===== config.mk =====
export PLATFORM = sky130hd
export DESIGN_NAME = ppm_top
export DESIGN_NICKNAME = d
export VERILOG_FILES = /design/src/verilog/ppm_pkg.sv /design/src/verilog/ppm_stream_if.sv /design/src/verilog/ppm_buffer.sv /design/src/verilog/ppm_top.sv
export VERILOG_INCLUDE_DIRS = /design/src /design/src/verilog
export SDC_FILE = /design/constraint.sdc
export NUM_CORES = 1
export LEC_CHECK = 0
export BUFFER_PORTS_ARGS = -buffer_cell sky130_fd_sc_hd__buf_2
export CAP_MARGIN = 10
export CORE_UTILIZATION = 43
export CTS_CLUSTER_DIAMETER = 100
export DETAILED_ROUTE_END_ITERATION = 8
export PLACE_DENSITY = 0.67
export SLEW_MARGIN = 10
export SYNTH_ARGS = -nofsm -noshare
export SYNTH_HDL_FRONTEND = slang
export SYNTH_HIERARCHICAL = 1
export SYNTH_SLANG_ARGS = --single-unit
export TNS_END_PERCENT = 5

===== constraint.sdc =====
create_clock -name ref_clk -period 2.97 [get_ports ref_clk]
set_input_delay 0.4455 -clock ref_clk [delete_from_list [all_inputs] [get_ports ref_clk]]
set_output_delay 0.4455 -clock ref_clk [all_outputs]
set_load 0.005 [all_outputs]

===== src/verilog/ppm_defines.svh =====
// constants of the parallel port mode selector: codes, field positions, timing
// assumes inclusion by bare name from the package and the design modules
`ifndef PPM_DEFINES_SVH
`define PPM_DEFINES_SVH
`define PPM_MODE_UNI8          2'h0
`define PPM_MODE_UNI16         2'h1
`define PPM_MODE_BID8          2'h2
`define PPM_MODE_BID16         2'h3
`define PPM_SUB_SIMPLE_BIT     1
`define PPM_SUB_OUTDBL_BIT     0
`define PPM_AUX_STATUS         2'h0
`define PPM_AUX_GPOUT          2'h1
`define PPM_AUX_INTERLOCK      2'h2
`define PPM_AUX_PULSED         2'h3
`define PPM_PORT_A             1'h1
`define PPM_PORT_B             1'h0
`define PPM_BYTE_RESET         8'h00
`define PPM_CLK_PERIOD_NS      10
`define PPM_PULSE_NS           30
`define PPM_PULSE_CYCLES       ((`PPM_PULSE_NS + `PPM_CLK_PERIOD_NS - 1) / `PPM_CLK_PERIOD_NS)
`define PPM_PULSE_CW           2
`endif


===== src/verilog/ppm_pkg.sv =====
// types of the parallel port mode selector
// assumes ppm_defines.svh is on the include path
`include "ppm_defines.svh"
package ppm_pkg;
    typedef enum logic [1:0] {
        MODE_UNI8  = `PPM_MODE_UNI8,
        MODE_UNI16 = `PPM_MODE_UNI16,
        MODE_BID8  = `PPM_MODE_BID8,
        MODE_BID16 = `PPM_MODE_BID16
    } ppm_mode_t;
    typedef enum logic [1:0] {
        AUX_STATUS    = `PPM_AUX_STATUS,
        AUX_GPOUT     = `PPM_AUX_GPOUT,
        AUX_INTERLOCK = `PPM_AUX_INTERLOCK,
        AUX_PULSED    = `PPM_AUX_PULSED
    } ppm_aux_role_t;
    typedef enum logic [1:0] {
        HS_NONE     = 2'h0,
        HS_INBOUND  = 2'h1,
        HS_OUTBOUND = 2'h2
    } ppm_hs_t;
    typedef struct packed {
        logic inLatch;
        logic outDbl;
        logic latchSrc;
        logic ackSrc;
        logic bidir;
    } ppm_cfg_t;
    typedef struct packed {
        logic [1:0]  mask;
        logic [15:0] word;
    } ppm_entry_t;
endpackage : ppm_pkg


===== src/verilog/ppm_stream_if.sv =====
// valid/ready carrier for latched input words between the selector and its buffer
// assumes ppm_pkg is compiled first
`timescale 1ns/1ns
interface ppm_stream_if;
    logic                 valid;
    logic                 ready;
    ppm_pkg::ppm_entry_t  data;
    modport src (output valid, output data, input ready);
    modport snk (input valid, input data, output ready);
endinterface : ppm_stream_if


===== src/verilog/ppm_buffer.sv =====
// two-entry buffer between the input latches and the host read side
// assumes one clock, synchronous active-high reset
`timescale 1ns/1ns
module ppm_buffer (
    input  wire logic    ref_clk,
    input  wire logic    rst,
    ppm_stream_if.snk    inPort,
    ppm_stream_if.src    outPort
);
    logic                 headValid;
    logic                 tailValid;
    ppm_pkg::ppm_entry_t  head;
    ppm_pkg::ppm_entry_t  tail;
    logic                 pop;
    logic                 push;
    logic                 keepHead;

    assign pop = headValid & outPort.ready;
    assign push = inPort.valid & ~tailValid;
    assign keepHead = headValid & ~pop;
    assign inPort.ready = ~tailValid;
    assign outPort.valid = headValid;
    assign outPort.data = head;

    always_ff @(posedge ref_clk)
    begin
        if (rst)
        begin
            headValid <= 1'b0;
            tailValid <= 1'b0;
        end
        else if (keepHead)
        begin
            if (push)
                tailValid <= 1'b1;
        end
        else
        begin
            headValid <= tailValid | push;
            tailValid <= tailValid & push;
        end
    end

    always_ff @(posedge ref_clk)
    begin
        if (rst)
        begin
            head <= '0;
            tail <= '0;
        end
        else
        begin
            if (!keepHead)
                head <= tailValid ? tail : inPort.data;
            if (push)
                tail <= inPort.data;
        end
    end
endmodule : ppm_buffer


===== src/verilog/ppm_top.sv =====
// parallel port mode selector: two byte ports, four handshake pins, host word path
// assumes synchronous pins and a host that follows valid/ready
`timescale 1ns/1ns
`include "ppm_defines.svh"
module ppm_top (
    input  wire logic         ref_clk,
    input  wire logic         rst,
    input  wire logic [1:0]   portMode,
    input  wire logic [1:0]   portASubmode,
    input  wire logic [1:0]   portBSubmode,
    input  wire logic [7:0]   portADir,
    input  wire logic [7:0]   portBDir,
    input  wire logic [1:0]   portAAuxRole,
    input  wire logic [1:0]   portBAuxRole,
    input  wire logic         portAAuxLevel,
    input  wire logic         portBAuxLevel,
    input  wire logic [7:0]   portAIn,
    output logic [7:0]        portAOut,
    output logic [7:0]        portAOe,
    input  wire logic [7:0]   portBIn,
    output logic [7:0]        portBOut,
    output logic [7:0]        portBOe,
    input  wire logic         portAStrobeIn,
    input  wire logic         portBStrobeIn,
    input  wire logic         portAAuxIn,
    output logic              portAAuxOut,
    output logic              portAAuxOe,
    input  wire logic         portBAuxIn,
    output logic              portBAuxOut,
    output logic              portBAuxOe,
    input  wire logic         wrValid,
    input  wire logic [15:0]  wrData,
    output logic              wrReady,
    output logic              rdValid,
    output logic [1:0]        rdMask,
    output logic [15:0]       rdData,
    input  wire logic         rdReady,
    output logic [7:0]        portASample,
    output logic [7:0]        portBSample,
    output logic [3:0]        statusEdge
);
    function automatic ppm_pkg::ppm_cfg_t portCfg(input logic [1:0] mode,
        input logic [1:0] subA, input logic [1:0] subB, input logic isA);
        ppm_pkg::ppm_cfg_t c;
        logic [1:0] sub;
        c = '0;
        sub = isA ? subA : subB;
        c.latchSrc = isA;
        c.ackSrc = isA;
        if (mode == ppm_pkg::MODE_UNI8)
        begin
            c.inLatch = ~sub[`PPM_SUB_SIMPLE_BIT] & ~sub[`PPM_SUB_OUTDBL_BIT];
            c.outDbl = ~sub[`PPM_SUB_SIMPLE_BIT] & sub[`PPM_SUB_OUTDBL_BIT];
        end
        else if (mode == ppm_pkg::MODE_UNI16)
        begin
            c.inLatch = ~subB[`PPM_SUB_OUTDBL_BIT];
            c.outDbl = subB[`PPM_SUB_OUTDBL_BIT];
            c.latchSrc = `PPM_PORT_B;
            c.ackSrc = `PPM_PORT_B;
        end
        else if (mode == ppm_pkg::MODE_BID16 || !isA)
        begin
            c.inLatch = 1'b1;
            c.outDbl = 1'b1;
            c.latchSrc = `PPM_PORT_B;
            c.ackSrc = `PPM_PORT_A;
            c.bidir = 1'b1;
        end
        return c;
    endfunction : portCfg

    function automatic ppm_pkg::ppm_hs_t hsKind(input logic [1:0] mode, input logic isA,
        input ppm_pkg::ppm_cfg_t c);
        if (mode == ppm_pkg::MODE_UNI16 && isA)
            return ppm_pkg::HS_NONE;
        else if (mode == ppm_pkg::MODE_BID8 || mode == ppm_pkg::MODE_BID16)
            return isA ? ppm_pkg::HS_OUTBOUND : ppm_pkg::HS_INBOUND;
        else if (c.inLatch)
            return ppm_pkg::HS_INBOUND;
        else if (c.outDbl)
            return ppm_pkg::HS_OUTBOUND;
        return ppm_pkg::HS_NONE;
    endfunction : hsKind

    ppm_pkg::ppm_cfg_t          cfg [1:0];
    ppm_pkg::ppm_hs_t           hs [1:0];
    logic [1:0][7:0]            pinIn;
    logic [1:0][7:0]            dirIn;
    logic [1:0][7:0]            latchQ;
    logic [1:0][7:0]            holdQ;
    logic [1:0][7:0]            outQ;
    logic [1:0][7:0]            oeQ;
    logic [1:0][7:0]            next_oe;
    logic [1:0][1:0]            auxRole;
    logic [1:0][`PPM_PULSE_CW-1:0] pulseCnt;
    logic [1:0]                 strobeIn;
    logic [1:0]                 strobePrev;
    logic [1:0]                 auxIn;
    logic [1:0]                 auxPrev;
    logic [1:0]                 auxLevel;
    logic [1:0]                 sEdge;
    logic [1:0]                 aEdge;
    logic [1:0]                 latchEv;
    logic [1:0]                 ackEv;
    logic [1:0]                 latchFull;
    logic [1:0]                 holdFull;
    logic [1:0]                 outFull;
    logic [1:0]                 next_holdFull;
    logic [1:0]                 next_outFull;
    logic [1:0]                 load;
    logic [1:0]                 dblMask;
    logic [1:0]                 strobeUsed;
    logic [1:0]                 watch;
    logic [1:0]                 trig;
    logic [1:0]                 pulsed;
    logic [1:0]                 inter;
    logic [1:0]                 auxOutQ;
    logic [1:0]                 auxOeQ;
    logic [1:0]                 next_auxOut;
    logic [1:0]                 next_auxOe;
    logic [1:0]                 pushMask;
    logic                       push;
    logic                       accept;
    logic                       bidirMode;
    ppm_stream_if               inIf ();
    ppm_stream_if               outIf ();

    assign pinIn = {portAIn, portBIn};
    assign dirIn = {portADir, portBDir};
    assign auxRole = {portAAuxRole, portBAuxRole};
    assign strobeIn = {portAStrobeIn, portBStrobeIn};
    assign auxIn = {portAAuxIn, portBAuxIn};
    assign auxLevel = {portAAuxLevel, portBAuxLevel};
    assign cfg[1] = portCfg(portMode, portASubmode, portBSubmode, `PPM_PORT_A);
    assign cfg[0] = portCfg(portMode, portASubmode, portBSubmode, `PPM_PORT_B);
    assign bidirMode = portMode[1];
    assign sEdge = strobeIn & ~strobePrev;
    assign aEdge = auxIn & ~auxPrev;
    assign accept = wrValid & wrReady;
    assign pushMask = latchFull & {cfg[1].inLatch, cfg[0].inLatch};
    assign push = inIf.valid & inIf.ready;
    assign inIf.valid = |pushMask;
    assign inIf.data = {pushMask, latchQ[1], latchQ[0]};
    assign outIf.ready = rdReady;
    assign rdValid = outIf.valid;
    assign rdMask = outIf.data.mask;
    assign rdData = outIf.data.word;
    assign portAOut = outQ[1];
    assign portBOut = outQ[0];
    assign portAOe = oeQ[1];
    assign portBOe = oeQ[0];
    assign portAAuxOut = auxOutQ[1];
    assign portBAuxOut = auxOutQ[0];
    assign portAAuxOe = auxOeQ[1];
    assign portBAuxOe = auxOeQ[0];

    ppm_buffer u_buffer (
        .ref_clk (ref_clk),
        .rst     (rst),
        .inPort  (inIf),
        .outPort (outIf)
    );

    // strobe and output-path next state
    always_comb
    begin
        strobeUsed = 2'h0;
        for (int p = 0; p < 2; p++)
        begin
            latchEv[p] = sEdge[cfg[p].latchSrc];
            ackEv[p] = sEdge[cfg[p].ackSrc];
            dblMask[p] = cfg[p].outDbl;
            load[p] = cfg[p].outDbl & holdFull[p] & (~outFull[p] | ackEv[p]);
            next_holdFull[p] = holdFull[p];
            next_outFull[p] = outFull[p];
            if (!cfg[p].outDbl)
            begin
                next_holdFull[p] = 1'b0;
                next_outFull[p] = 1'b0;
            end
            else if (accept)
                next_holdFull[p] = 1'b1;
            else if (load[p])
            begin
                next_holdFull[p] = 1'b0;
                next_outFull[p] = 1'b1;
            end
            else if (ackEv[p])
                next_outFull[p] = 1'b0;
            if (cfg[p].inLatch)
                strobeUsed[cfg[p].latchSrc] = 1'b1;
            if (cfg[p].outDbl || cfg[p].bidir)
                strobeUsed[cfg[p].ackSrc] = 1'b1;
            next_oe[p] = cfg[p].bidir ? {8{strobeIn[1]}} : dirIn[p];
        end
    end

    // handshake pin roles
    always_comb
    begin
        for (int a = 0; a < 2; a++)
        begin
            watch[a] = (portMode == ppm_pkg::MODE_UNI8) ? a[0] : `PPM_PORT_B;
            hs[a] = hsKind(portMode, a[0], cfg[watch[a]]);
            trig[a] = (hs[a] == ppm_pkg::HS_INBOUND) ? push & pushMask[watch[a]]
                    : (hs[a] == ppm_pkg::HS_OUTBOUND) & load[watch[a]];
            pulsed[a] = (hs[a] != ppm_pkg::HS_NONE) && auxRole[a] == ppm_pkg::AUX_PULSED;
            inter[a] = (hs[a] != ppm_pkg::HS_NONE) && !pulsed[a]
                     && (auxRole[a] == ppm_pkg::AUX_INTERLOCK || bidirMode);
            next_auxOe[a] = 1'b1;
            if (pulsed[a])
                next_auxOut[a] = pulseCnt[a] != '0;
            else if (inter[a])
                next_auxOut[a] = (hs[a] == ppm_pkg::HS_INBOUND) ? ~latchFull[watch[a]]
                               : outFull[watch[a]];
            else
            begin
                next_auxOe[a] = auxRole[a] == ppm_pkg::AUX_GPOUT;
                next_auxOut[a] = next_auxOe[a] & auxLevel[a];
            end
        end
    end

    always_ff @(posedge ref_clk)
    begin
        if (rst)
        begin
            strobePrev <= 2'h0;
            auxPrev <= 2'h0;
            statusEdge <= 4'h0;
            portASample <= `PPM_BYTE_RESET;
            portBSample <= `PPM_BYTE_RESET;
        end
        else
        begin
            strobePrev <= strobeIn;
            auxPrev <= auxIn;
            statusEdge <= {sEdge[1] & ~strobeUsed[1], aEdge[1] & ~auxOeQ[1],
                           sEdge[0] & ~strobeUsed[0], aEdge[0] & ~auxOeQ[0]};
            portASample <= portAIn;
            portBSample <= portBIn;
        end
    end

    // input latches feeding the buffer
    always_ff @(posedge ref_clk)
    begin
        for (int p = 0; p < 2; p++)
        begin
            if (rst)
            begin
                latchFull[p] <= 1'b0;
                latchQ[p] <= `PPM_BYTE_RESET;
            end
            else if (!cfg[p].inLatch)
                latchFull[p] <= 1'b0;
            else if (latchEv[p] && !latchFull[p])
            begin
                latchFull[p] <= 1'b1;
                latchQ[p] <= pinIn[p];
            end
            else if (push && pushMask[p])
                latchFull[p] <= 1'b0;
        end
    end

    // output registers, single or double buffered
    always_ff @(posedge ref_clk)
    begin
        for (int p = 0; p < 2; p++)
        begin
            if (rst)
            begin
                holdQ[p] <= `PPM_BYTE_RESET;
                outQ[p] <= `PPM_BYTE_RESET;
                oeQ[p] <= 8'h00;
            end
            else
            begin
                oeQ[p] <= next_oe[p];
                if (accept && cfg[p].outDbl)
                    holdQ[p] <= wrData[p*8 +: 8];
                if (accept && !cfg[p].outDbl)
                    outQ[p] <= wrData[p*8 +: 8];
                else if (load[p])
                    outQ[p] <= holdQ[p];
            end
        end
    end

    always_ff @(posedge ref_clk)
    begin
        if (rst)
        begin
            holdFull <= 2'h0;
            outFull <= 2'h0;
            wrReady <= 1'b0;
        end
        else
        begin
            holdFull <= next_holdFull;
            outFull <= next_outFull;
            wrReady <= ~|(next_holdFull & dblMask);
        end
    end

    always_ff @(posedge ref_clk)
    begin
        for (int a = 0; a < 2; a++)
        begin
            if (rst)
            begin
                pulseCnt[a] <= '0;
                auxOutQ[a] <= 1'b0;
                auxOeQ[a] <= 1'b0;
            end
            else
            begin
                auxOutQ[a] <= next_auxOut[a];
                auxOeQ[a] <= next_auxOe[a];
                if (trig[a] && pulsed[a])
                    pulseCnt[a] <= `PPM_PULSE_CW'(`PPM_PULSE_CYCLES);
                else if (pulseCnt[a] != '0)
                    pulseCnt[a] <= pulseCnt[a] - 1'b1;
            end
        end
    end
endmodule : ppm_top

==> results of run 1 <==
==> metal layers <==
layer,track usage [%],part of all wire [%]
met5,0,0
met4,7.28,1.5
met3,6.66,6.4
met2,30.8,45
met1,26.2,47
==> flip-flops by register name (all words and copies together), names as in the netlist, 16 cells and up <==
name and count:
u_buffer/outPort.data 18, inIf.data 16, u_buffer/tail 18, holdQ 16
==> kinds of logic after synthesis <==
family	Yosys count
fa+ha+maj	2
xor+xnor	2
simple gates	215
mux	26
buf+inv	64
compound gates	190
flops	141
==> critical path: stages <==
cell	delay (ns)
sky130_fd_sc_hd__buf_2	0.18
sky130_fd_sc_hd__buf_4	0.24
sky130_fd_sc_hd__o21ai_1	0.32
sky130_fd_sc_hd__nand2_1	0.34
sky130_fd_sc_hd__nor3_1	0.77
sky130_fd_sc_hd__a221o_2	0.29
==> worst max-delay path by stage <==
stage	depth (start not counted)	endpoint
6_report	6	portAOut[7]
5_1_grt	6	portAOut[3]
4_1_cts	8	u_buffer/tail[16]
3_5_place_dp	8	u_buffer/tail[16]
3_3_place_gp	8	u_buffer/tail[16]
2_1_floorplan	11	u_buffer/tail[10]
==> synth_stat cells, types with 3 or more instances <==
master / count / area share (%)
sky130_fd_sc_hd__or2_2: 3 / 0.32
sky130_fd_sc_hd__o211ai_1: 4 / 0.51
sky130_fd_sc_hd__and2_1: 3 / 0.32
sky130_fd_sc_hd__a211oi_1: 22 / 2.8
sky130_fd_sc_hd__clkbuf_1: 27 / 1.7
sky130_fd_sc_hd__o21ai_0: 38 / 3.2
sky130_fd_sc_hd__nand2_1: 63 / 4.0
sky130_fd_sc_hd__nand3_1: 27 / 2.3
sky130_fd_sc_hd__a221o_2: 7 / 1.3
sky130_fd_sc_hd__nor2b_1: 23 / 2.5
sky130_fd_sc_hd__mux2i_1: 26 / 4.4
sky130_fd_sc_hd__buf_4: 3 / 0.38
sky130_fd_sc_hd__a21oi_2: 11 / 1.6
sky130_fd_sc_hd__nand2b_1: 26 / 2.8
sky130_fd_sc_hd__a31oi_1: 4 / 0.43
sky130_fd_sc_hd__a21o_1: 4 / 0.51
sky130_fd_sc_hd__buf_6: 7 / 1.3
sky130_fd_sc_hd__nor3b_1: 14 / 1.8
sky130_fd_sc_hd__a311oi_1: 17 / 2.5
sky130_fd_sc_hd__nor2_1: 36 / 2.3
sky130_fd_sc_hd__a21oi_1: 57 / 4.9
sky130_fd_sc_hd__nand3b_1: 3 / 0.38
sky130_fd_sc_hd__dfxtp_1: 141 / 48
sky130_fd_sc_hd__a211oi_2: 5 / 1.1
sky130_fd_sc_hd__nor3_1: 5 / 0.43
sky130_fd_sc_hd__a221oi_1: 3 / 0.45
sky130_fd_sc_hd__buf_2: 12 / 1.0
sky130_fd_sc_hd__inv_1: 12 / 0.77
sky130_fd_sc_hd__o21a_1: 3 / 0.38
==> report_power, final <==
group	switching, mW	internal, mW
Clock	0.796	1.27
Sequential	0.0510	2.00
Combinational	0.288	0.225
==> final cells by class <==
| class | instances | area share, % |
|---|---|---|
| Clock buffer | 21 | 6.40 |
| Clock inverter | 11 | 1.63 |
| Timing Repair Buffer | 154 | 11.3 |
| Sequential cell | 141 | 39.2 |
| Inverter | 13 | 0.678 |
| Multi-Input combinational cell | 435 | 37.7 |
| Tap cell | 176 | 3.06 |
==> flow_results.xml, run 1 <==
<?xml version="1.0" encoding="UTF-8"?>
<metrics>
  <group name="logic_synthesis">
    <metric name="synth_warnings" unit="">6</metric>
    <metric name="synth_adder_area_share" unit="%">0.427</metric>
    <metric name="synth-compound-area-share" unit="%">22.2</metric>
    <metric name="synth_enable_flop_cells" unit="">0</metric>
    <metric name="postSynth.topFlopCell" unit="">sky130_fd_sc_hd__dfxtp_1</metric>
    <metric name="seq_area_frac_synth" unit="%">48.1</metric>
    <metric name="synthMuxAreaShare" unit="%">4.44</metric>
    <metric name="synth_cell_type_count" unit="">57</metric>
    <metric name="syn_area_per_cell" unit="um^2">9.17</metric>
    <metric name="yosys_register_bits" unit="">141</metric>
    <metric name="mappedNetlistNets" unit="">710</metric>
    <metric name="asyncSetResetFlopFracSynth" unit="%">0</metric>
    <metric name="synth_simple_gate_area_share" unit="%">18.9</metric>
    <metric name="syn-cell-area" unit="um^2">5870</metric>
    <metric name="post_synth_xor_area_fraction" unit="%">0.299</metric>
    <metric name="synthesis.instances" unit="">640</metric>
    <metric name="synth_top_family_by_area" unit="">compound AO/OA/AOI/OAI gates</metric>
  </group>
  <group name="cells_and_area">
    <metric name="final_core_utilization" unit="%">54.1</metric>
    <metric name="antennaDiodeCount" unit="">0</metric>
    <metric name="mostFrequentLayoutCell" unit="">sky130_fd_sc_hd__buf_2</metric>
    <metric name="areaGrowthSynthToFinish" unit="%">22.7</metric>
    <metric name="regArea" unit="um^2">2820</metric>
    <metric name="post_layout_nonfiller_instances" unit="">951</metric>
    <metric name="design_area" unit="um^2">7200</metric>
    <metric name="most-common-layout-cells" unit="">sky130_fd_sc_hd__buf_2, sky130_fd_sc_hd__dfxtp_1, sky130_fd_sc_hd__nand2_1, sky130_fd_sc_hd__a21oi_1, sky130_fd_sc_hd__o21ai_0</metric>
    <metric name="post_route_cells_drive_above_1_share" unit="%">28.4</metric>
    <metric name="finalNetCount" unit="">832</metric>
    <metric name="multiInputGateArea" unit="um^2">2720</metric>
    <metric name="filler_instances" unit="">1224</metric>
  </group>
  <group name="timing">
    <metric name="timing.slew.headroom" unit="%">34.4</metric>
    <metric name="hold_slack" unit="ns">0.254</metric>
    <metric name="hold_viol_final" unit="">0</metric>
    <metric name="final.setup.tns" unit="ns">0</metric>
    <metric name="period_needed" unit="ns">2.22</metric>
    <metric name="rsz_0062_raised_after_global_routing" unit="">no</metric>
    <metric name="finalSetupViolations" unit="">0</metric>
    <metric name="min_period_over_period" unit="%">74.8</metric>
    <metric name="postLayoutSetupSlackWorst" unit="ns">0.748</metric>
    <metric name="drv_slew" unit="">0</metric>
    <metric name="max_freq" unit="GHz">0.450</metric>
    <metric name="worst_slew_pin_slew" unit="ns">0.980</metric>
    <metric name="fin_worst_skew" unit="ns">0.00654</metric>
  </group>
  <group name="clocking">
    <metric name="worst_skew_pair.late_latency" unit="ns">0.42</metric>
    <metric name="post-cts-setup-buffers" unit="">0</metric>
    <metric name="clock_sink_count" unit="">141</metric>
    <metric name="tritoncts" unit="">built</metric>
    <metric name="post_cts.resized_instances" unit="">0</metric>
    <metric name="htreeDepth" unit="">4</metric>
    <metric name="clock_buffers_created_by_tritoncts" unit="">17</metric>
    <metric name="clk_path_buf_depth" unit="">2</metric>
    <metric name="clk_pin_slew_worst_paths" unit="ns">0.06</metric>
    <metric name="cts_hold_repair.buffers" unit="">0</metric>
    <metric name="ctsRootBufferMaster" unit="">sky130_fd_sc_hd__clkbuf_16</metric>
  </group>
  <group name="grt">
    <metric name="number_of_antenna_violations_at_the_first_check_in_global_routing" unit="">0</metric>
    <metric name="grt.overflow.total" unit="">0</metric>
    <metric name="largest_net_degree_at_the_start_of_global_routing" unit="">97</metric>
    <metric name="vias_in_the_first_global_route" unit="">4755</metric>
    <metric name="first_pass_grt_wire_length" unit="mm">22.7</metric>
    <metric name="gr-usage-all-layers" unit="%">20.1</metric>
  </group>
  <group name="pwr">
    <metric name="power_density" unit="nW/um^2">644</metric>
    <metric name="ir_drop" unit="V">0.000337</metric>
    <metric name="p_total" unit="mW">4.63</metric>
    <metric name="power_leakage" unit="nW">2.88</metric>
  </group>
  <group name="setup_path">
    <metric name="reg2reg_depth" unit="">4</metric>
    <metric name="critical_path.reg2reg.startpoint" unit="">strobePrev[0]</metric>
    <metric name="criticalPathCategory" unit="">primary input to flip-flop</metric>
    <metric name="critical_path.endpoint_type" unit="">flip-flop</metric>
    <metric name="ff2ff_setup_slack" unit="ns">0.97</metric>
    <metric name="critPathLaunchType" unit="">primary input</metric>
    <metric name="worst_ep_arrival_time" unit="ns">2.58</metric>
    <metric name="cp_data_required_time" unit="ns">3.33</metric>
    <metric name="critical_path_peak_fanout" unit="">25</metric>
    <metric name="worst_r2r_endpoint" unit="">portBOut[6]</metric>
    <metric name="setup.worst_path.start" unit="">portMode[1]</metric>
  </group>
  <group name="place">
    <metric name="buffer_ports.inserted" unit="">143</metric>
    <metric name="place_area" unit="um^2">6620</metric>
    <metric name="dp.cells" unit="">919</metric>
    <metric name="finalWeightedCongestion" unit="">0.778</metric>
    <metric name="dp.final_hpwl" unit="mm">9.85</metric>
    <metric name="detailedPlace.worstSlack" unit="ns">0.156</metric>
  </group>
  <group name="die">
    <metric name="ioPinCount" unit="">144</metric>
    <metric name="dieArea" unit="um^2">14100</metric>
    <metric name="die_height" unit="um">119</metric>
    <metric name="placeableCoreArea" unit="um^2">13300</metric>
    <metric name="die-width" unit="um">119</metric>
    <metric name="fp-row-count" unit="">42</metric>
    <metric name="effective_utilization_at_floorplan" unit="%">44.1</metric>
  </group>
  <group name="detailed_routing">
    <metric name="vias" unit="">5107</metric>
    <metric name="wl" unit="mm">14.0</metric>
    <metric name="detailedRoute.firstIterationViolations" unit="">378</metric>
    <metric name="avgViaCountPerCell" unit="">5.37</metric>
    <metric name="drc" unit="">0</metric>
    <metric name="wire_per_inst" unit="um">14.7</metric>
    <metric name="ant_nets" unit="">0</metric>
    <metric name="dr.pass1.iters" unit="">5</metric>
  </group>
  <group name="run_status">
    <metric name="status" unit="">finished clean</metric>
  </group>
  <group name="min_path">
    <metric name="min_delay_worst_type" unit="">primary input to flip-flop</metric>
    <metric name="hold_path_depth" unit="">2</metric>
    <metric name="hold-path-endpoint" unit="">portASample[5]</metric>
    <metric name="min_from" unit="">portAIn[5]</metric>
  </group>
  <group name="flow_run">
    <metric name="cap_viol_max_count" unit="">0</metric>
  </group>
</metrics>
(Power assumes the default switching activity.)
==> run 2, diff against run 1 <==
Settings changed: ABC_AREA set to 1.
Clock period 2.97 ns to 2.3 ns, I/O delays scaled along.
==> flow_results.xml, run 2 <==
<?xml version="1.0" encoding="UTF-8"?>
<metrics>
  <group name="run_status">
    <metric name="status" unit="">finished clean</metric>
  </group>
  <group name="detailed_routing">
    <metric name="vias" unit="">5233</metric>
    <metric name="wire_per_inst" unit="um">12.0</metric>
    <metric name="wl" unit="mm">13.3</metric>
    <metric name="avgViaCountPerCell" unit="">4.69</metric>
    <metric name="dr.pass1.iters" unit="">5</metric>
    <metric name="ant_nets" unit="">0</metric>
    <metric name="detailedRoute.firstIterationViolations" unit="">257</metric>
    <metric name="drc" unit="">0</metric>
  </group>
  <group name="timing">
    <metric name="drv_slew" unit="">0</metric>
    <metric name="max_freq" unit="GHz">0.598</metric>
    <metric name="rsz_0062_raised_after_global_routing" unit="">no</metric>
    <metric name="finalSetupViolations" unit="">0</metric>
    <metric name="fin_worst_skew" unit="ns">0.00597</metric>
    <metric name="timing.slew.headroom" unit="%">59.9</metric>
    <metric name="period_needed" unit="ns">1.67</metric>
    <metric name="final.setup.tns" unit="ns">0</metric>
    <metric name="min_period_over_period" unit="%">72.7</metric>
    <metric name="hold_viol_final" unit="">0</metric>
    <metric name="worst_slew_pin_slew" unit="ns">0.599</metric>
    <metric name="hold_slack" unit="ns">0.145</metric>
  </group>
  <group name="cells_and_area">
    <metric name="post_route_cells_drive_above_1_share" unit="%">23.8</metric>
    <metric name="filler_instances" unit="">1307</metric>
    <metric name="finalNetCount" unit="">995</metric>
    <metric name="areaGrowthSynthToFinish" unit="%">23.4</metric>
    <metric name="most-common-layout-cells" unit="">sky130_fd_sc_hd__nand2_1, sky130_fd_sc_hd__buf_2, sky130_fd_sc_hd__dfxtp_1, sky130_fd_sc_hd__nor2_1, sky130_fd_sc_hd__inv_1</metric>
    <metric name="post_layout_nonfiller_instances" unit="">1115</metric>
    <metric name="design_area" unit="um^2">7170</metric>
    <metric name="mostFrequentLayoutCell" unit="">sky130_fd_sc_hd__nand2_1</metric>
  </group>
  <group name="clocking">
    <metric name="htreeDepth" unit="">4</metric>
    <metric name="clock_sink_count" unit="">141</metric>
    <metric name="cts_hold_repair.buffers" unit="">0</metric>
    <metric name="post-cts-setup-buffers" unit="">0</metric>
    <metric name="ctsRootBufferMaster" unit="">sky130_fd_sc_hd__clkbuf_16</metric>
    <metric name="clock_buffers_created_by_tritoncts" unit="">17</metric>
    <metric name="worst_skew_pair.late_latency" unit="ns">0.41</metric>
    <metric name="tritoncts" unit="">built</metric>
    <metric name="clk_pin_slew_worst_paths" unit="ns">0.06</metric>
    <metric name="clk_path_buf_depth" unit="">2</metric>
    <metric name="post_cts.resized_instances" unit="">0</metric>
  </group>
  <group name="die">
    <metric name="placeableCoreArea" unit="um^2">13200</metric>
    <metric name="die_height" unit="um">118</metric>
    <metric name="fp-row-count" unit="">42</metric>
    <metric name="ioPinCount" unit="">144</metric>
    <metric name="effective_utilization_at_floorplan" unit="%">44.0</metric>
    <metric name="die-width" unit="um">118</metric>
    <metric name="dieArea" unit="um^2">14000</metric>
  </group>
  <group name="min_path">
    <metric name="min_delay_worst_type" unit="">primary input to flip-flop</metric>
    <metric name="min_from" unit="">portAAuxIn</metric>
  </group>
  <group name="place">
    <metric name="buffer_ports.inserted" unit="">143</metric>
    <metric name="place_area" unit="um^2">6610</metric>
    <metric name="dp.final_hpwl" unit="mm">9.15</metric>
    <metric name="finalWeightedCongestion" unit="">0.789</metric>
    <metric name="dp.cells" unit="">1082</metric>
  </group>
  <group name="logic_synthesis">
    <metric name="asyncSetResetFlopFracSynth" unit="%">0</metric>
    <metric name="syn_area_per_cell" unit="um^2">7.39</metric>
    <metric name="synth_warnings" unit="">6</metric>
    <metric name="postSynth.topFlopCell" unit="">sky130_fd_sc_hd__dfxtp_1</metric>
    <metric name="synth_area_leader_cell" unit="">sky130_fd_sc_hd__dfxtp_1</metric>
    <metric name="yosys_register_bits" unit="">141</metric>
    <metric name="synth_most_common_cell" unit="">sky130_fd_sc_hd__nand2_1</metric>
    <metric name="seq_area_frac_synth" unit="%">48.6</metric>
    <metric name="synth_common_cells" unit="">sky130_fd_sc_hd__nand2_1, sky130_fd_sc_hd__dfxtp_1, sky130_fd_sc_hd__nor2_1</metric>
    <metric name="mappedNetlistNets" unit="">856</metric>
    <metric name="syn-cell-area" unit="um^2">5810</metric>
    <metric name="synthesis.instances" unit="">786</metric>
    <metric name="synth_cell_type_count" unit="">39</metric>
    <metric name="synth_top_area_share" unit="%">48.6</metric>
    <metric name="synth_enable_flop_cells" unit="">0</metric>
    <metric name="post_synth_main_area_contributors" unit="">sky130_fd_sc_hd__dfxtp_1, sky130_fd_sc_hd__nand2_1, sky130_fd_sc_hd__nor2_1, sky130_fd_sc_hd__inv_1, sky130_fd_sc_hd__nand3_1</metric>
  </group>
  <group name="setup_path">
    <metric name="critPathSlowestCell" unit="">sky130_fd_sc_hd__nand2_1</metric>
    <metric name="critical_path.reg2reg.startpoint" unit="">wrReady</metric>
    <metric name="critical_path_peak_fanout" unit="">20</metric>
    <metric name="ordered_cell_list_for_the_critical_path" unit="">buf_2, nor2_8, inv_4, nor2_4, inv_2, nand2_2, inv_1, o22ai_1, nand2_1, nand2_1, nand2_1, nor2_1</metric>
    <metric name="critPathCapture" unit="">u_buffer/tail[9]</metric>
    <metric name="worst_ep_arrival_time" unit="ns">2.02</metric>
    <metric name="critical_path.endpoint_type" unit="">flip-flop</metric>
    <metric name="timing.critical_path.slowest_cell_delay" unit="ns">0.41</metric>
    <metric name="reg2reg_depth" unit="">6</metric>
    <metric name="critPathLaunchType" unit="">primary input</metric>
    <metric name="crit_path_frequent_cell" unit="">sky130_fd_sc_hd__nand2_1</metric>
    <metric name="ff2ff_setup_slack" unit="ns">0.73</metric>
    <metric name="worst_r2r_endpoint" unit="">portAOut[5]</metric>
    <metric name="cp_data_required_time" unit="ns">2.65</metric>
    <metric name="criticalPathCategory" unit="">primary input to flip-flop</metric>
    <metric name="setup.worst_path.start" unit="">portMode[1]</metric>
  </group>
  <group name="grt">
    <metric name="largest_net_degree_at_the_start_of_global_routing" unit="">41</metric>
    <metric name="vias_in_the_first_global_route" unit="">4845</metric>
    <metric name="number_of_antenna_violations_at_the_first_check_in_global_routing" unit="">0</metric>
    <metric name="grt.overflow.total" unit="">0</metric>
    <metric name="first_pass_grt_wire_length" unit="mm">22.5</metric>
    <metric name="gr-usage-all-layers" unit="%">20.0</metric>
  </group>
  <group name="flow_run">
    <metric name="cap_viol_max_count" unit="">0</metric>
  </group>
  <group name="pwr">
    <metric name="ir_drop" unit="V">0.000581</metric>
    <metric name="power_leakage" unit="nW">3.59</metric>
    <metric name="power_density" unit="nW/um^2">846</metric>
  </group>
</metrics>
==> run 2: cell types whose count changed in the layout (fill, tap and decap cells not counted), sizes merged, moves of 23 or more <==
| cell | change |
|---|---|
| mux2i | -26 |
| nor2 | +105 |
| nor2b | -23 |
| a211oi | -28 |
| inv | +82 |
| nand3 | +25 |
| nand2b | -26 |
| a21oi | -31 |
| nand2 | +123 |
==> run 2: logic make-up after synthesis <==
| logic type | count (synthesis) | synth area share, % |
|---|---|---|
| XOR/XNOR | 2 | 0.302 |
| AO/OA/AOI/OAI | 117 | 11.3 |
| flip-flops | 141 | 48.6 |
| adder cells (fa/ha/maj) | 2 | 0.431 |
| AND/OR/NAND/NOR | 393 | 29.1 |
| buffers and inverters | 131 | 10.3 |
==> run 2: cell type report <==
class	count	area [um^2]	share of cell area (%)
flip-flops and latches	141	2820	39.4
diodes	1	2.50	0.0349
repair buffers	155	806	11.2
clock inverters	6	58.8	0.821
well taps	176	220	3.07
clock buffers	26	499	6.97
multi-input cells	514	2390	33.3
inverters	96	369	5.15
==> run 2: metrics by stage <==
step | worst slack, ns | util (%) | total power, mW
finish | 0.628 | 54.3 | 6.06
global route | 0.393 | 54.3 | 6.37
CTS | 0.664 | 54.3 | 6.13
detailed placement | 0.230 | 50.1 | 3.54
global placement | 0.270 | 50.1 | 3.52
floorplan | 0.503 | - | 3.28
==> run 2: worst max-delay path: cells and delay by family <==
family	cells	cell delay [ns]
AND/OR/NAND/NOR	7	1.13
buffers and inverters	4	0.34
AO/OA/AOI/OAI	1	0.18
==> run 2: how the worst min path moves through the flow <==
stage                     end  cells after the start
2_1_floorplan   statusEdge[0]                      1
3_3_place_gp    statusEdge[0]                      1
3_5_place_dp    statusEdge[2]                      1
4_1_cts            auxPrev[1]                      3
5_1_grt        portBSample[0]                      3
6_report           auxPrev[1]                      3
==> run 2: per-layer routing <==
layer,routed length [um],global-route usage (%),vias to the layer above
li1,-,-,2751
met1,6300,25.2,2336
met2,6100,32.5,130
met3,723,5.69,16
met4,206,7.05,0
met5,0,0,-
==> run 2: power breakdown <==
part | leakage (nW) | switching (mW) | internal [mW]
registers | 1.16 | 0.0848 | 2.63
logic | 2.15 | 0.458 | 0.313
clock network | 0.278 | 0.981 | 1.60
==> run 3, diff against run 2 <==
Settings changed: PLACE_DENSITY 0.67 to 0.69.
Clock period 2.3 ns to 1.3 ns, I/O delays scaled along.
==> flow_results.xml, run 3 (same netlist as run 2, synthesis figures left out) <==
<?xml version="1.0" encoding="UTF-8"?>
<metrics>
  <group name="grt">
    <metric name="largest_net_degree_at_the_start_of_global_routing" unit="">47</metric>
    <metric name="first_pass_grt_wire_length" unit="mm">22.8</metric>
    <metric name="number_of_antenna_violations_at_the_first_check_in_global_routing" unit="">0</metric>
    <metric name="grt.overflow.total" unit="">0</metric>
    <metric name="gr-usage-all-layers" unit="%">20.2</metric>
    <metric name="vias_in_the_first_global_route" unit="">5017</metric>
  </group>
  <group name="place">
    <metric name="place_area" unit="um^2">6930</metric>
    <metric name="dp.final_hpwl" unit="mm">9.21</metric>
    <metric name="finalWeightedCongestion" unit="">0.784</metric>
    <metric name="dp.cells" unit="">1112</metric>
    <metric name="detailedPlace.worstSlack" unit="ns">-0.318</metric>
    <metric name="buffer_ports.inserted" unit="">143</metric>
  </group>
  <group name="cells_and_area">
    <metric name="antennaDiodeCount" unit="">0</metric>
    <metric name="post_layout_nonfiller_instances" unit="">1159</metric>
    <metric name="most-common-layout-cells" unit="">sky130_fd_sc_hd__nand2_1, sky130_fd_sc_hd__buf_2, sky130_fd_sc_hd__dfxtp_1, sky130_fd_sc_hd__nor2_1, sky130_fd_sc_hd__inv_1</metric>
    <metric name="areaGrowthSynthToFinish" unit="%">33.2</metric>
    <metric name="finalNetCount" unit="">1040</metric>
    <metric name="final_core_utilization" unit="%">58.6</metric>
    <metric name="post_route_cells_drive_above_1_share" unit="%">28.0</metric>
    <metric name="design_area" unit="um^2">7730</metric>
    <metric name="mostFrequentLayoutCell" unit="">sky130_fd_sc_hd__nand2_1</metric>
  </group>
  <group name="setup_path">
    <metric name="critPathLaunchType" unit="">flip-flop</metric>
    <metric name="critical_path.endpoint_type" unit="">flip-flop</metric>
    <metric name="crit_path_frequent_cell" unit="">sky130_fd_sc_hd__nand2_2</metric>
    <metric name="critical_path.reg2reg.startpoint" unit="">strobePrev[0]</metric>
    <metric name="cp_top_family" unit="">simple AND/OR/NAND/NOR gates</metric>
    <metric name="timing.critical_path.slowest_cell_delay" unit="ns">0.32</metric>
    <metric name="cp_num_buf_inv" unit="">0</metric>
    <metric name="criticalPathCategory" unit="">flip-flop to flip-flop</metric>
    <metric name="worst_ep_arrival_time" unit="ns">1.60</metric>
    <metric name="critPathSlowestCell" unit="">sky130_fd_sc_hd__dfxtp_2</metric>
    <metric name="cp_data_required_time" unit="ns">1.65</metric>
    <metric name="setup.worst_path.start" unit="">strobePrev[0]</metric>
    <metric name="ordered_cell_list_for_the_critical_path" unit="">nor2_4, nand2_2, nand3_2, nand2_4, nand2_1, nand3_2, nand2_2, nand2_2, a21oi_2</metric>
    <metric name="critical_path_peak_fanout" unit="">4</metric>
  </group>
  <group name="min_path">
    <metric name="min_delay_worst_type" unit="">primary input to flip-flop</metric>
    <metric name="min_from" unit="">portAIn[3]</metric>
  </group>
  <group name="detailed_routing">
    <metric name="wl" unit="mm">13.6</metric>
    <metric name="dr.pass1.iters" unit="">5</metric>
    <metric name="avgViaCountPerCell" unit="">4.67</metric>
    <metric name="drc" unit="">0</metric>
    <metric name="detailedRoute.firstIterationViolations" unit="">293</metric>
    <metric name="vias" unit="">5408</metric>
    <metric name="wire_per_inst" unit="um">11.7</metric>
    <metric name="ant_nets" unit="">0</metric>
  </group>
  <group name="timing">
    <metric name="min_period_over_period" unit="%">96.2</metric>
    <metric name="period_needed" unit="ns">1.25</metric>
    <metric name="worst_slew_pin_slew" unit="ns">0.397</metric>
    <metric name="max_freq" unit="GHz">0.800</metric>
    <metric name="postLayoutSetupSlackWorst" unit="ns">0.0496</metric>
    <metric name="fin_worst_skew" unit="ns">0.00490</metric>
    <metric name="drv_slew" unit="">0</metric>
    <metric name="hold_viol_final" unit="">0</metric>
    <metric name="rsz_0062_raised_after_global_routing" unit="">yes</metric>
    <metric name="timing.slew.headroom" unit="%">73.3</metric>
    <metric name="finalSetupViolations" unit="">0</metric>
  </group>
  <group name="die">
    <metric name="fp-row-count" unit="">42</metric>
    <metric name="die-width" unit="um">118</metric>
    <metric name="placeableCoreArea" unit="um^2">13200</metric>
    <metric name="dieArea" unit="um^2">14000</metric>
    <metric name="die_height" unit="um">118</metric>
    <metric name="ioPinCount" unit="">144</metric>
    <metric name="effective_utilization_at_floorplan" unit="%">44.0</metric>
  </group>
  <group name="pwr">
    <metric name="power_leakage" unit="nW">3.84</metric>
    <metric name="power_density" unit="nW/um^2">1410</metric>
    <metric name="ir_drop" unit="V">0.000905</metric>
  </group>
  <group name="clocking">
    <metric name="htreeDepth" unit="">4</metric>
    <metric name="worst_skew_pair.late_latency" unit="ns">0.41</metric>
    <metric name="ctsRootBufferMaster" unit="">sky130_fd_sc_hd__clkbuf_16</metric>
    <metric name="tritoncts" unit="">built</metric>
    <metric name="clk_path_buf_depth" unit="">2</metric>
    <metric name="clock_buffers_created_by_tritoncts" unit="">17</metric>
    <metric name="clock_sink_count" unit="">141</metric>
    <metric name="clk_pin_slew_worst_paths" unit="ns">0.06</metric>
  </group>
  <group name="run_status">
    <metric name="status" unit="">finished clean</metric>
  </group>
  <group name="flow_run">
    <metric name="cap_viol_max_count" unit="">0</metric>
  </group>
</metrics>
## run 3: cell count changes in the layout (fill, tap and decap cells not counted), sizes merged
cell         before  now
buf             155  187
dlygate4sd3       0   12
clkbuf           26   22
clkinvlp          0    4
clkinv            7    8
diode             1    0
## run 3: through the flow
stage               hold slack, ns  power [mW]  setup TNS, ns
detailed placement           0.381        6.36         -13.27
global placement             0.380        6.34         -11.94
global route                0.0123        11.5         -0.203
finish                      0.0184        10.9              0
floorplan                    0.264        5.82          -2.02
CTS                       0.000367        11.0        -0.0112
## run 3: timing repair
item,4_1_cts,5_1_grt
hold endpoints to repair,12,0
gates cloned,0,1
pin swaps,0,11
setup buffers,0,2
setup endpoints to repair,27,56
hold buffers,12,0
resized for setup,5,23
## run 3: where the power goes
part	internal, mW	switching [mW]	leakage [nW]	total, mW
Combinational	0.697	0.862	2.41	1.56
Sequential	4.65	0.155	1.16	4.81
Clock	2.77	1.79	0.268	4.57
## run 3: path summary, 6_finish.rpt
kind,endpoint,slack [ns],depth (start not counted)
min,portASample[3],0.02,3
max reg2reg,pulseCnt[3],0.05,9
min reg2reg,statusEdge[2],0.39,1
max,pulseCnt[3],0.05,9
## run 3: cell type report
| class | instances | area, um^2 |
|---|---|---|
| Fill cell | 1239 | 5460 |
| Timing Repair inverter | 1 | 5.00 |
| Inverter | 96 | 380 |
| Clock buffer | 22 | 474 |
| Timing Repair Buffer | 199 | 1260 |
| Sequential cell | 141 | 2830 |
| Multi-Input combinational cell | 514 | 2480 |
| Tap cell | 176 | 220 |
| Clock inverter | 10 | 88.8 |
## run 3: metal layers
layer	GRT usage (%)	part of all wire [%]	vias up
li1	-	-	2837
met1	25.5	45	2424
met2	33.1	48	132
met3	5.65	4.9	15
met4	7.05	1.3	0
met5	0	0	-
## run 3: worst reg2reg max path, stage by stage (launching register included)
cell and delay [ns]:
sky130_fd_sc_hd__dfxtp_2 0.32, sky130_fd_sc_hd__nor2_4 0.14, sky130_fd_sc_hd__nand2_2 0.08, sky130_fd_sc_hd__nand3_2 0.11, sky130_fd_sc_hd__nand2_4 0.09, sky130_fd_sc_hd__nand2_1 0.09
sky130_fd_sc_hd__nand3_2 0.08, sky130_fd_sc_hd__nand2_2 0.08, sky130_fd_sc_hd__nand2_2 0.06, sky130_fd_sc_hd__a21oi_2 0.12
